--- config.mk ---
export PLATFORM = sky130hd
export DESIGN_NAME = sbr_core
export DESIGN_NICKNAME = d
export VERILOG_FILES = /design/src/sbr_pkg.sv /design/src/sbr_bank.sv /design/src/sbr_core.sv
export SDC_FILE = /design/constraint.sdc
export NUM_CORES = 2
export LEC_CHECK = 0
export BUFFER_PORTS_ARGS = -buffer_cell sky130_fd_sc_hd__buf_2
export CAP_MARGIN = 10
export CORE_ASPECT_RATIO = 0.75
export CORE_MARGIN = 2
export CORE_UTILIZATION = 30
export DETAILED_ROUTE_END_ITERATION = 6
export GPL_TIMING_DRIVEN = 0
export HOLD_SLACK_MARGIN = 0.05
export PLACE_DENSITY = 0.54
export REMOVE_ABC_BUFFERS = 1
export SLEW_MARGIN = 20
export SYNTH_ARGS = -nofsm -noshare
export SYNTH_HDL_FRONTEND = slang
export SYNTH_HIERARCHICAL = 1
export SYNTH_SLANG_ARGS = --single-unit
--- constraint.sdc ---
create_clock -name mclk -period 3.3 [get_ports mclk]
set_clock_uncertainty 0.2 [all_clocks]
set_input_delay 0.33 -clock mclk [delete_from_list [all_inputs] [get_ports mclk]]
set_output_delay 0.33 -clock mclk [all_outputs]
set_load 0.05 [all_outputs]
--- src/sbr_pkg.sv ---
// Shared constants and types for the split-bank row-cycle timing block
package sbr_pkg;
  // ---------------------------------------------------------------
  // Clock and geometry
  // ---------------------------------------------------------------
  localparam int CLK_PERIOD_NS    = 10;
  localparam int NUM_BANKS        = 32;
  localparam int BANK_W           = 5;
  localparam int DEV_W            = 5;
  localparam int ROW_W            = 9;
  localparam int COL_W            = 6;
  localparam int LOWER_TOP_BANK   = 15;
  localparam int UPPER_LOW_BANK   = 16;
  localparam int AMP_BYTES        = 512;
  localparam int LANE_BYTES       = 256;
  // ---------------------------------------------------------------
  // Times in ns and derived cycle counts
  // ---------------------------------------------------------------
  localparam int ROW_TO_COLUMN_DELAY_NS   = 20;
  localparam int ROW_ACTIVE_TIME_NS       = 40;
  localparam int PRECHARGE_TIME_NS        = 20;
  localparam int COLUMN_READ_LATENCY_NS   = 20;
  localparam int AUTO_PRECHARGE_OFFSET_NS = 30;
  localparam int RETIRE_DELAY_NS          = 20;
  // Least times round up
  localparam int RCD_CYC  = (ROW_TO_COLUMN_DELAY_NS + CLK_PERIOD_NS - 1) / CLK_PERIOD_NS;
  localparam int RAS_CYC  = (ROW_ACTIVE_TIME_NS + CLK_PERIOD_NS - 1) / CLK_PERIOD_NS;
  localparam int RP_CYC   = (PRECHARGE_TIME_NS + CLK_PERIOD_NS - 1) / CLK_PERIOD_NS;
  localparam int CAC_CYC  = (COLUMN_READ_LATENCY_NS + CLK_PERIOD_NS - 1) / CLK_PERIOD_NS;
  localparam int OFFP_CYC = (AUTO_PRECHARGE_OFFSET_NS + CLK_PERIOD_NS - 1) / CLK_PERIOD_NS;
  localparam int RTR_CYC  = (RETIRE_DELAY_NS + CLK_PERIOD_NS - 1) / CLK_PERIOD_NS;
  localparam int REST_CYC = RAS_CYC - RCD_CYC;
  localparam int CNT_W    = 8;
  // ---------------------------------------------------------------
  // Column operation codes
  // ---------------------------------------------------------------
  typedef enum logic [2:0] {
    COL_NOP       = 3'h0,
    COL_READ      = 3'h1,
    COL_STORE     = 3'h2,
    COL_READ_AC   = 3'h3,
    COL_STORE_AC  = 3'h4
  } sbr_col_op_e;
  // Bank row-cycle phases
  typedef enum logic [4:0] {
    BK_IDLE  = 5'h01,
    BK_ACT   = 5'h02,
    BK_REST  = 5'h04,
    BK_OPEN  = 5'h08,
    BK_PRE   = 5'h10
  } sbr_bank_e;
endpackage

--- src/sbr_bank.sv ---
// One bank's activate, restore, column window and precharge sequencer
`timescale 1ns/10ps
`default_nettype none
module sbr_bank (
  input  wire logic mclk,
  input  wire logic rst_n,
  input  wire logic open_req,
  input  wire logic close_req,
  output logic      busy,
  output logic      col_ok,
  output logic      restoring
);
  sbr_pkg::sbr_bank_e             st_r;
  sbr_pkg::sbr_bank_e             st_nxt;
  logic [sbr_pkg::CNT_W-1:0]      cnt_r;
  logic [sbr_pkg::CNT_W-1:0]      cnt_nxt;
  logic                           pend_r;
  logic                           pend_nxt;
  wire                            cnt_done = (cnt_r == '0);

  assign busy      = (st_r != sbr_pkg::BK_IDLE);
  assign col_ok    = (st_r == sbr_pkg::BK_REST) || (st_r == sbr_pkg::BK_OPEN);
  assign restoring = (st_r == sbr_pkg::BK_ACT) || (st_r == sbr_pkg::BK_REST);

  always_comb begin
    st_nxt   = st_r;
    cnt_nxt  = cnt_done ? cnt_r : cnt_r - 1'b1;
    // A close seen early is held until restore has finished
    pend_nxt = pend_r | close_req;
    unique case (st_r)
      sbr_pkg::BK_IDLE: begin
        pend_nxt = 1'b0;
        if (open_req) begin
          st_nxt  = sbr_pkg::BK_ACT;
          cnt_nxt = sbr_pkg::CNT_W'(sbr_pkg::RCD_CYC - 1);
        end
      end
      sbr_pkg::BK_ACT: begin
        if (cnt_done) begin
          st_nxt  = sbr_pkg::BK_REST;
          cnt_nxt = sbr_pkg::CNT_W'(sbr_pkg::REST_CYC - 1);
        end
      end
      sbr_pkg::BK_REST: begin
        if (cnt_done) begin
          st_nxt = sbr_pkg::BK_OPEN;
        end
      end
      sbr_pkg::BK_OPEN: begin
        if (pend_r || close_req) begin
          st_nxt   = sbr_pkg::BK_PRE;
          pend_nxt = 1'b0;
          cnt_nxt  = sbr_pkg::CNT_W'(sbr_pkg::RP_CYC - 1);
        end
      end
      sbr_pkg::BK_PRE: begin
        pend_nxt = 1'b0;
        if (cnt_done) begin
          st_nxt = sbr_pkg::BK_IDLE;
        end
      end
    endcase
  end

  always_ff @(posedge mclk or negedge rst_n) begin
    if (!rst_n) begin
      st_r   <= sbr_pkg::BK_IDLE;
      cnt_r  <= '0;
      pend_r <= 1'b0;
    end else begin
      st_r   <= st_nxt;
      cnt_r  <= cnt_nxt;
      pend_r <= pend_nxt;
    end
  end
endmodule
`default_nettype wire

--- src/sbr_core.sv ---
// Split-bank row-cycle timing core: packet decode, banks, retire and read return
//
// Contract
// - Device restores sensed row automatically after activation, no command needed.
// - Stored sense amp data is forwarded to the open row's cells.
// - Activate, restore and precharge take their minimum intervals.
// - Sense amps are shared by neighbours except amps 0, 15, 16, 31.
// - Opening a bank claims both amps; neighbours must stay closed meanwhile.
// - Each amp loads 512 bytes: 256 per lane A, 256 per lane B.
// - Read-autoclose precharges like a close placed offset after its packet.
// - Store-autoclose precharges offset after the packet causing its retire.
// - Retire happens on the packet retire delay after store unless self-read.
// - Extended close precharges the bank offset after the extended packet; code drops it when another bank's store-autoclose retires that cycle.
// - Read allowed after row-to-column delay; data returns column latency later.
// - Command timing references packet end; data packets reference their start.
// - Open carries device, bank, row; read carries device, bank, column.
// - Missed retire waits for first framed packet that is not a self-read.
`timescale 1ns/10ps
`default_nettype none
module sbr_core #(
  parameter int NUM_BANKS = sbr_pkg::NUM_BANKS
) (
  input  wire logic                        mclk,
  input  wire logic                        rst_n,
  input  wire logic [sbr_pkg::DEV_W-1:0]   dev_id,
  input  wire logic                        row_pkt_valid,
  input  wire logic                        row_pkt_open,
  input  wire logic [sbr_pkg::DEV_W-1:0]   row_dev,
  input  wire logic [sbr_pkg::BANK_W-1:0]  row_bank,
  input  wire logic [sbr_pkg::ROW_W-1:0]   row_addr,
  input  wire logic                        col_pkt_valid,
  input  wire logic [2:0]                  col_op,
  input  wire logic [sbr_pkg::DEV_W-1:0]   col_dev,
  input  wire logic [sbr_pkg::BANK_W-1:0]  col_bank,
  input  wire logic [sbr_pkg::COL_W-1:0]   col_addr,
  input  wire logic                        ext_pkt_valid,
  input  wire logic                        ext_close,
  input  wire logic [sbr_pkg::DEV_W-1:0]   ext_dev,
  input  wire logic [sbr_pkg::BANK_W-1:0]  ext_bank,
  output logic [NUM_BANKS-1:0]             bank_open_r,
  output logic [NUM_BANKS-1:0]             restore_busy_r,
  output logic                             adj_conflict_r,
  output logic                             rd_data_valid_r,
  output logic [sbr_pkg::BANK_W-1:0]       rd_data_bank_r,
  output logic [sbr_pkg::ROW_W-1:0]        rd_data_row_r,
  output logic [sbr_pkg::COL_W-1:0]        rd_data_col_r,
  output logic                             cell_write_r,
  output logic [sbr_pkg::BANK_W-1:0]       cell_write_bank_r,
  output logic [sbr_pkg::ROW_W-1:0]        cell_write_row_r,
  output logic [sbr_pkg::COL_W-1:0]        cell_write_col_r
);
  // ---------------------------------------------------------------
  // Packet decode
  // ---------------------------------------------------------------
  localparam int OFFP = sbr_pkg::OFFP_CYC;
  localparam int CAC  = sbr_pkg::CAC_CYC;

  sbr_pkg::sbr_col_op_e op;
  assign op = sbr_pkg::sbr_col_op_e'(col_op);

  logic [NUM_BANKS-1:0]          busy;
  logic [NUM_BANKS-1:0]          col_ok;
  logic [NUM_BANKS-1:0]          restoring;
  logic [NUM_BANKS-1:0]          open_vec;
  logic [NUM_BANKS-1:0]          close_vec;
  logic [NUM_BANKS-1:0]          nbr_busy;
  logic [sbr_pkg::ROW_W-1:0]     row_of [NUM_BANKS];

  wire row_me   = row_pkt_valid && (row_dev == dev_id);
  wire col_me   = col_pkt_valid && (col_dev == dev_id);
  wire is_read  = (op == sbr_pkg::COL_READ) || (op == sbr_pkg::COL_READ_AC);
  wire is_store = (op == sbr_pkg::COL_STORE) || (op == sbr_pkg::COL_STORE_AC);
  wire self_rd  = col_me && is_read;
  wire rd_go    = self_rd && col_ok[col_bank];
  wire st_go    = col_me && is_store && col_ok[col_bank];
  wire ext_go   = ext_pkt_valid && ext_close && (ext_dev == dev_id);

  // ---------------------------------------------------------------
  // Write buffer and retire
  // ---------------------------------------------------------------
  logic                          wb_full_r;
  logic                          wb_ac_r;
  logic [sbr_pkg::BANK_W-1:0]    wb_bank_r;
  logic [sbr_pkg::COL_W-1:0]     wb_col_r;
  logic [sbr_pkg::CNT_W-1:0]     wb_cnt_r;

  wire wb_due    = wb_full_r && (wb_cnt_r == '0);
  wire retire_go = wb_due && col_pkt_valid && !self_rd;

  always_ff @(posedge mclk or negedge rst_n) begin
    if (!rst_n) begin
      wb_full_r <= 1'b0;
      wb_ac_r   <= 1'b0;
      wb_bank_r <= '0;
      wb_col_r  <= '0;
      wb_cnt_r  <= '0;
    end else if (st_go) begin
      wb_full_r <= 1'b1;
      wb_ac_r   <= (op == sbr_pkg::COL_STORE_AC);
      wb_bank_r <= col_bank;
      wb_col_r  <= col_addr;
      wb_cnt_r  <= sbr_pkg::CNT_W'(sbr_pkg::RTR_CYC - 1);
    end else if (retire_go) begin
      wb_full_r <= 1'b0;
    end else if (wb_full_r && wb_cnt_r != '0) begin
      wb_cnt_r <= wb_cnt_r - 1'b1;
    end
  end

  // ---------------------------------------------------------------
  // Offset close pipeline, shared by all three auto mechanisms
  // ---------------------------------------------------------------
  // read-autoclose, store-autoclose on retire, extended
  wire                        ac_in_v = (col_me && op == sbr_pkg::COL_READ_AC) || ext_go
                                        || (retire_go && wb_ac_r);
  wire [sbr_pkg::BANK_W-1:0]  ac_in_b = (retire_go && wb_ac_r) ? wb_bank_r
                                      : (ext_go ? ext_bank : col_bank);
  logic                       ac_v_r [OFFP];
  logic [sbr_pkg::BANK_W-1:0] ac_b_r [OFFP];
  // Read return pipeline
  logic                       rq_v_r [CAC];
  logic [sbr_pkg::BANK_W-1:0] rq_b_r [CAC];
  logic [sbr_pkg::COL_W-1:0]  rq_c_r [CAC];

  // Same-cycle ext close and autoclose read on different banks: the extended one wins,
  // the read-autoclose bank still closes through the ac2 pipeline below.
  wire both_ac = ext_go && col_me && (op == sbr_pkg::COL_READ_AC) && (ext_bank != col_bank);

  genvar gi;
  generate
    for (gi = 0; gi < OFFP; gi++) begin : g_ac
      // Stage zero reads itself so no index falls below the array
      localparam int PREV_IDX = (gi == 0) ? 0 : gi - 1;
      always_ff @(posedge mclk or negedge rst_n) begin
        if (!rst_n) begin
          ac_v_r[gi] <= 1'b0;
          ac_b_r[gi] <= '0;
        end else begin
          ac_v_r[gi] <= (gi == 0) ? ac_in_v : ac_v_r[PREV_IDX];
          ac_b_r[gi] <= (gi == 0) ? ac_in_b : ac_b_r[PREV_IDX];
        end
      end
    end
    for (gi = 0; gi < CAC; gi++) begin : g_rq
      localparam int PREV_IDX = (gi == 0) ? 0 : gi - 1;
      always_ff @(posedge mclk or negedge rst_n) begin
        if (!rst_n) begin
          rq_v_r[gi] <= 1'b0;
          rq_b_r[gi] <= '0;
          rq_c_r[gi] <= '0;
        end else begin
          rq_v_r[gi] <= (gi == 0) ? rd_go : rq_v_r[PREV_IDX];
          rq_b_r[gi] <= (gi == 0) ? col_bank : rq_b_r[PREV_IDX];
          rq_c_r[gi] <= (gi == 0) ? col_addr : rq_c_r[PREV_IDX];
        end
      end
    end
  endgenerate

  logic                       ac2_v_r [OFFP];
  logic [sbr_pkg::BANK_W-1:0] ac2_b_r [OFFP];
  generate
    for (gi = 0; gi < OFFP; gi++) begin : g_ac2
      localparam int PREV_IDX = (gi == 0) ? 0 : gi - 1;
      always_ff @(posedge mclk or negedge rst_n) begin
        if (!rst_n) begin
          ac2_v_r[gi] <= 1'b0;
          ac2_b_r[gi] <= '0;
        end else begin
          ac2_v_r[gi] <= (gi == 0) ? both_ac : ac2_v_r[PREV_IDX];
          ac2_b_r[gi] <= (gi == 0) ? col_bank : ac2_b_r[PREV_IDX];
        end
      end
    end
  endgenerate

  // ---------------------------------------------------------------
  // Banks
  // ---------------------------------------------------------------
  generate
    for (gi = 0; gi < NUM_BANKS; gi++) begin : g_bank
      localparam bit HAS_LO = (gi != 0) && (gi != sbr_pkg::UPPER_LOW_BANK);
      localparam bit HAS_HI = (gi != NUM_BANKS - 1) && (gi != sbr_pkg::LOWER_TOP_BANK);
      assign nbr_busy[gi]  = (HAS_LO ? busy[(gi == 0) ? 0 : gi - 1] : 1'b0)
                           | (HAS_HI ? busy[(gi == NUM_BANKS - 1) ? gi : gi + 1] : 1'b0);
      // neighbour must be closed to open
      assign open_vec[gi]  = row_me && row_pkt_open && (row_bank == gi) && !nbr_busy[gi];
      assign close_vec[gi] = (row_me && !row_pkt_open && row_bank == gi)
                           | (ac_v_r[OFFP-1] && ac_b_r[OFFP-1] == gi)
                           | (ac2_v_r[OFFP-1] && ac2_b_r[OFFP-1] == gi);
      always_ff @(posedge mclk or negedge rst_n) begin
        if (!rst_n) begin
          row_of[gi] <= '0;
        end else if (open_vec[gi] && !busy[gi]) begin
          row_of[gi] <= row_addr;
        end
      end
      sbr_bank u_bank (
        .mclk      (mclk),
        .rst_n     (rst_n),
        .open_req  (open_vec[gi]),
        .close_req (close_vec[gi]),
        .busy      (busy[gi]),
        .col_ok    (col_ok[gi]),
        .restoring (restoring[gi])
      );
    end
  endgenerate

  // ---------------------------------------------------------------
  // Registered outputs
  // ---------------------------------------------------------------
  wire adj_bad = row_me && row_pkt_open && nbr_busy[row_bank];

  always_ff @(posedge mclk or negedge rst_n) begin
    if (!rst_n) begin
      bank_open_r       <= '0;
      restore_busy_r    <= '0;
      adj_conflict_r    <= 1'b0;
      rd_data_valid_r   <= 1'b0;
      rd_data_bank_r    <= '0;
      rd_data_row_r     <= '0;
      rd_data_col_r     <= '0;
      cell_write_r      <= 1'b0;
      cell_write_bank_r <= '0;
      cell_write_row_r  <= '0;
      cell_write_col_r  <= '0;
    end else begin
      bank_open_r       <= busy;
      restore_busy_r    <= restoring;
      adj_conflict_r    <= adj_bad;
      rd_data_valid_r   <= rq_v_r[CAC-1];
      rd_data_bank_r    <= rq_b_r[CAC-1];
      rd_data_row_r     <= row_of[rq_b_r[CAC-1]];
      rd_data_col_r     <= rq_c_r[CAC-1];
      // retired store forwarded to open row
      cell_write_r      <= retire_go;
      cell_write_bank_r <= wb_bank_r;
      cell_write_row_r  <= row_of[wb_bank_r];
      cell_write_col_r  <= wb_col_r;
    end
  end
endmodule
`default_nettype wire

; After elaboration in Yosys (flattened, before gate mapping)
; Cells that the tools add are included.
[word_totals]
output_inout_bits = 107
inputBits = 60
reg_bits = 909
word_cells = 1687
[op_classes]
n_reduce_logical = 478
add_sub_neg = 33
n_lt_le_gt_ge = 4
bitwise_logic = 126
n_mux = 433
eq_ne = 454
[op_table]
columns = cell, count
row1 = 8-bit two-way mux, 131
row2 = 5-bit two-way mux, 162
row3 = 5-bit case mux with 5 select lines, 32
row4 = 8-bit case mux with 3 select lines, 32
row5 = "5-bit == test, second input constant", 80
row6 = "5-bit by 4-bit == test with 1-bit output, second input constant", 56
row7 = 8-bit zero test, 33
row8 = "8-bit by 1-bit subtractor with 8-bit output, second input constant", 33
row9 = "2-bit by 1-bit inequality test with 1-bit output, second input constant", 128
row10 = "5-bit by 3-bit == test with 1-bit output, second input constant", 44
row11 = 1-bit logical AND, 212
row12 = "5-bit by 2-bit == test with 1-bit output, second input constant", 38
row13 = "5-bit by 1-bit == test with 1-bit output, second input constant", 35
row14 = "5-bit by 1-bit inequality test with 1-bit output, second input constant", 32
row15 = 5-bit AND reduction, 32
row16 = 1-bit OR, 124
row17 = 1-bit logical OR, 100
row18 = 9-bit binary-select mux with 5-bit select, 2
row19 = "2-bit inequality test, second input constant", 33
row20 = 1-bit case mux with 2 select lines, 32
row21 = 2-bit OR reduction, 32
row22 = 1-bit zero test, 62
row23 = 1-bit two-way mux, 36
row24 = 9-bit two-way mux, 4
row25 = 13 further kinds, 23

; Depth between registers and ports, before layout
[logic_depth]
ltp_word = 9
mapped_depth = 12
mapped_depth_nobuf = 10

; Hierarchy
; Netlist, hierarchy kept.
[by_module_without_submodules]
columns = mod, area_each_um2, n_inst, cells_per_inst, seq_area_each_um2
row1 = sbr_core, 22545.4, 1, 1468, 11536.1
row2 = sbr_bank at g_bank[0].u_bank ..., 844.6, 18, 88, 351.6
row3 = sbr_bank at g_bank[3].u_bank ..., 919.6, 7, 103, 351.6
row4 = sbr_bank at g_bank[26].u_bank ..., 808.3, 6, 87, 351.6
row5 = sbr_bank at g_bank[31].u_bank, 918.4, 1, 100, 351.6

; Least setup slack after synthesis
; OpenSTA, ideal clock, no wires.
[synth_path]
kind = reg-to-reg
start = reg g_bank[22].u_bank.st_r[0]
end = reg wb_ac_r
setup_ns = 0.125
arrival_time_ns = 2.827
slack_ns = 0.148
stages_incl_launch_ff = 11
required_time_ns = 2.975
path_buffers = 3
period_less_slack_ns = 3.152
cell_sequence = dfstp_2 clkbuf_1 or2_0 buf_2 nand2_1 mux2_2 mux4_2 and3_1 o31ai_1 buf_2 mux2_2
[synth_between]
elab_chain_cells = 5
elab_cells_between_ends = 6
classes_between = eq/ne (2) / mux (2) / reduce/logical (2)
[synth_rtl]
columns = element, line
row1 = "start, declared", sbr_bank.sv:13  ; sbr_pkg::sbr_bank_e st_r;
row2 = "start signal, assigned", sbr_bank.sv:67  ; st_r <= sbr_pkg::BK_IDLE;
row3 = "start signal, assigned", sbr_bank.sv:71  ; st_r <= st_nxt;
row4 = 5-bit by 3-bit == test with 1-bit output / 5-bit by 4-bit == test with 1-bit output (equally long branches), sbr_bank.sv:22  ; assign col_ok = (st_r == sbr_pkg::BK_REST) || (st_r == sbr_pkg::BK_OPEN);
row5 = 1-bit logical OR *, sbr_bank.sv:22
row6 = net col_ok[22], sbr_core.sv:62  ; logic [NUM_BANKS-1:0] col_ok;
row7 = 1-bit binary-select mux with 5-bit select *, sbr_core.sv:75  ; wire st_go = col_me && is_store && col_ok[col_bank];
row8 = 1-bit two-way mux (implied by the code) *, sbr_core.sv:75
row9 = 1-bit logical AND *, sbr_core.sv:75
row10 = "end signal, assigned", sbr_core.sv:99  ; wb_ac_r <= (op == sbr_pkg::COL_STORE_AC);
row11 = "end, declared", sbr_core.sv:82  ; logic wb_ac_r;
; The timed path passes the listed nets; every way through them passes the cells marked *. The select of a mux whose other input is x is not followed.
; A chain may end at the register's enable or synchronous reset.

; Worst setup path in the final report
[layout_path]
start = reg g_bank[11].u_bank.st_r[4]
end = reg wb_col_r[4] (netlist bit)
[layout_between]
elab_chain_cells = 5
elab_cells_between_ends = 6
classes_between = eq/ne (2) / mux (2) / reduce/logical (2)
[layout_rtl]
columns = element, line
row1 = "start, declared", sbr_bank.sv:13
row2 = "start signal, assigned", sbr_bank.sv:67
row3 = "start signal, assigned", sbr_bank.sv:71
row4 = 5-bit by 3-bit == test with 1-bit output / 5-bit by 4-bit == test with 1-bit output (equally long branches), sbr_bank.sv:22
row5 = 1-bit logical OR *, sbr_bank.sv:22
row6 = net col_ok[11], sbr_core.sv:62
row7 = 1-bit binary-select mux with 5-bit select *, sbr_core.sv:75
row8 = 1-bit two-way mux (implied by the code) *, sbr_core.sv:75
row9 = 1-bit logical AND *, sbr_core.sv:75
row10 = "end signal, assigned", sbr_core.sv:101  ; wb_col_r <= col_addr;
row11 = "end, declared", sbr_core.sv:84  ; logic [sbr_pkg::COL_W-1:0] wb_col_r;
; Marked as above.

==> flow_summary_export.csv <==
group,metric,value,unit
logic_synthesis,synth_cell_types,82,
clock_network,numCtsBuffers,98,
floorplan,initial_core_util,0.3025,
layout,fin_util,0.3506,
drt,ant_nets,0,
job,max_cap_viol_count,0,
power,powerDensity,603.8,nW/um^2
drt,vias,35699,
drt,drt_iter0_markers,2748,
logic_synthesis,synth_cells,4395,
power,p_leak,25.17,nW
logic_synthesis,avgSynthCellArea,11.37,um^2
critical_path,critPathMaxFanout,6,
critical_path,slowest_stage,"or4b_4",
place,io_buffers,166,
global_route,grt.total_usage,0.1584,
logic_synthesis,async_flop_share,1.000,
drt,drc,0,
floorplan,die_w,475.2,um
sta,maxSlewViolCount,0,
sta,holdWs,0.1138,ns
global_route,antenna_found_initial,12,
critical_path,crit_path_start_kind,"flip-flop",
layout,layout.cells.most_common,"dfrtp_1",
logic_synthesis,synth-seq-cells,909,
sta,rsz0062_at_grt,"true",
critical_path,setup.worst_path.end_class,"flip-flop",
logic_synthesis,yosysWarnings,6,
layout,num-nets-final,4723,
sta,slew_headroom,0.1522,
sta,final-hold-violation-count,0,
critical_path,path_class,"reg2reg",
layout,area_delta_synth_final,15.90,%
logic_synthesis,synth_flop_cell,"dfrtp_1",
clock_network,cts_buffer_depth,3,
drt,wl_per_cell,19.83,um
drt,dr.pass1.iters,5,
critical_path,crit_chain,"or4b_4 > or2_4 > nand2_1 > mux2i_1 > mux4_2 > o22ai_4 > o31ai_4 > buf_6 > mux2_4",
layout,fillers,16271,
logic_synthesis,synth_seq_area_share,0.4562,
drt,via_per_inst,5.190,
global_route,grt_remaining_overflow,0,
critical_path,cp_num_buf_inv,1,
floorplan,std_cell_rows,129,
logic_synthesis,synth_area,49950,um^2
power,ir_drop,0.4171,mV
critical_path,slowest_delay,0.59,ns
sta,period_needed,3.265,ns
global_route,grt_pass1_wl,210500,um
floorplan,core,165100,um^2
clock_network,worstSkewPairLatency,0.70,ns
sta,max_freq,0.3063,GHz
place,globalplace.congestion,0.8754,
logic_synthesis,synth_edf_count,0,
floorplan,fp.dieH,357.4,um
clock_network,clock_sinks,909,
clock_network,htreeDepth,3,
drt,wl,136400,um
min_path,hp-class,"in2async",
clock_network,cts_root_buf,"clkbuf_16",
floorplan,die_area,169800,um^2
critical_path,crit_arrival,3.64,ns
status,status,"finished, final reports clean",
global_route,grt_max_degree,126,
sta,setup_viol,0,
sta,tightest_slew,1.272,ns
clock_network,cts_tree,"built",
layout,layout-drive-gt1-share,0.2697,
critical_path,critPathTopFamily,"simple AND/OR/NAND/NOR gates",
layout,final_cell_mix,"dfrtp_1, nor2_1, mux2_2",
clock_network,clkTransAtPathRegs,0.07,ns
place,dp_hpwl,93210,um
sta,min_period_over_period,0.9894,
floorplan,io_pins,167,
critical_path,required,3.67,ns
global_route,first_global_vias,34557,
kinds of logic (layout without fill, tap and decap cells):
family	count (synthesis)	after routing	share of synthesized area
simple gates	1690	1690	0.1926
flops	909	909	0.4562
mux	599	599	0.1742
compound gates	501	501	0.07943
buf+inv	381	632	0.03507
xor+xnor	217	217	0.03805
fa+ha+maj	98	98	0.02455
other cells	0	6	0
stage by stage:
stage	total power, mW	std cells	TNS [ns]	instance area (um^2)	worst slack (ns)
after floorplan	21.36	4154	-32.40	48730	-1.276
after global placement	23.42	6547	-	52350	-19.20
after detailed placement	23.65	6579	-188.05	53080	-1.111
after CTS	35.36	6818	0	57170	0.001328
after global routing	37.30	6875	-0.1651	57880	-0.03020
final	34.95	6879	0	57890	0.03498
cell usage after synthesis, types with 29 or more instances:
cell        n  area (um^2)
dfrtp_1   877        21950
nor2_1    415         1558
mux2_2    332         3739
nand2_1   256        960.9
nor3_1    256         1281
mux4_2    183         4121
inv_1     139        521.8
nand3_1   139        695.7
clkbuf_1  123        461.7
xor2_1    116         1016
xnor2_1   101        884.6
ha_1       98         1226
mux2i_1    84        840.8
nor2b_1    84        525.5
nand3b_1   80        600.6
o21ai_0    79        395.4
a21oi_1    77        385.4
nand2b_1   58        362.9
o22ai_1    52        325.3
a31oi_1    48        300.3
buf_2      47        235.2
nor4_1     45        281.5
or3_1      39        244.0
o21bai_1   36        270.3
or2_2      33        206.5
dfstp_2    32        840.8
and4b_1    30        300.3
buf_1      29        108.9
worst reg2reg max path, delay by kind of cell, from the launching register on:
family | cells | cell delay, ns
muxes | 3 | 0.96
buffers and inverters | 1 | 0.24
and+or+nand+nor | 3 | 0.96
AOI/OAI and AO/OA | 2 | 0.34
DFF | 1 | 0.45
layout make-up:
class / instances / area (um^2) / share of cell area
tap: 2227 / 2786 / 0.04813
multi-input combinational: 3105 / 25880 / 0.4470
sequential: 909 / 22840 / 0.3945
clock buffer: 146 / 2858 / 0.04936
timing repair buffer: 311 / 2567 / 0.04435
antenna: 6 / 15.01 / 0.0002593
clock inverter: 35 / 421.7 / 0.007283
inverter: 140 / 530.5 / 0.009164
what timing repair did:
item                                   in CTS  in global routing
setup endpoints to repair                 188                203
setup buffers                              17                 55
pin swaps                                  13                 29
hold buffers                               41                  0
gates resized for setup                    62                 81
endpoints found under the hold margin     266                  0
path summary, 6_finish.rpt:
check	slack, ns	start	cells past startpoint	end
worst max register to register	0.03	g_bank[11].u_bank/st_r[4]	9	wb_col_r[4]
max in group asynchronous	0.61	rst_n	6	rd_data_col_r[3]
worst min register to register	0.14	ac_b_r[14]	0	ac_b_r[9]
worst min-delay path	0.11	rst_n	3	restore_busy_r[2]
worst max-delay path	0.03	g_bank[11].u_bank/st_r[4]	9	wb_col_r[4]
min in group mclk	0.11	row_addr[3]	2	row_of[183]
power breakdown:
part	switching [mW]	internal (mW)	total, mW
clock network	4.73	6.68	11.4
registers	2.05	13.1	15.1
logic	4.72	3.68	8.40
total	11.5	23.4	35.0
state kept, by name, indices dropped and copies added, names as in the netlist, 12 cells and up:
signal / count
g_bank.u_bank/st_r: 160
g_bank.u_bank/pend_r: 32
ac_b_r: 15
rq_c_r: 12
ac2_b_r: 15
g_bank.u_bank/cnt_r: 256
bank_open_r: 32
row_of: 288
restore_busy_r: 32
metal layers:
| layer | wire length (um) | up-vias | global-route usage | share of wire |
|---|---|---|---|---|
| li1 | - | 16432 | - | - |
| met1 | 63610 | 18178 | 0.2299 | 0.47 |
| met2 | 61160 | 903 | 0.2413 | 0.45 |
| met3 | 8002 | 186 | 0.02918 | 0.059 |
| met4 | 3649 | 0 | 0.04248 | 0.027 |
| met5 | 0 | - | 0 | 0 |
Power figures use the tool's default switching activity.
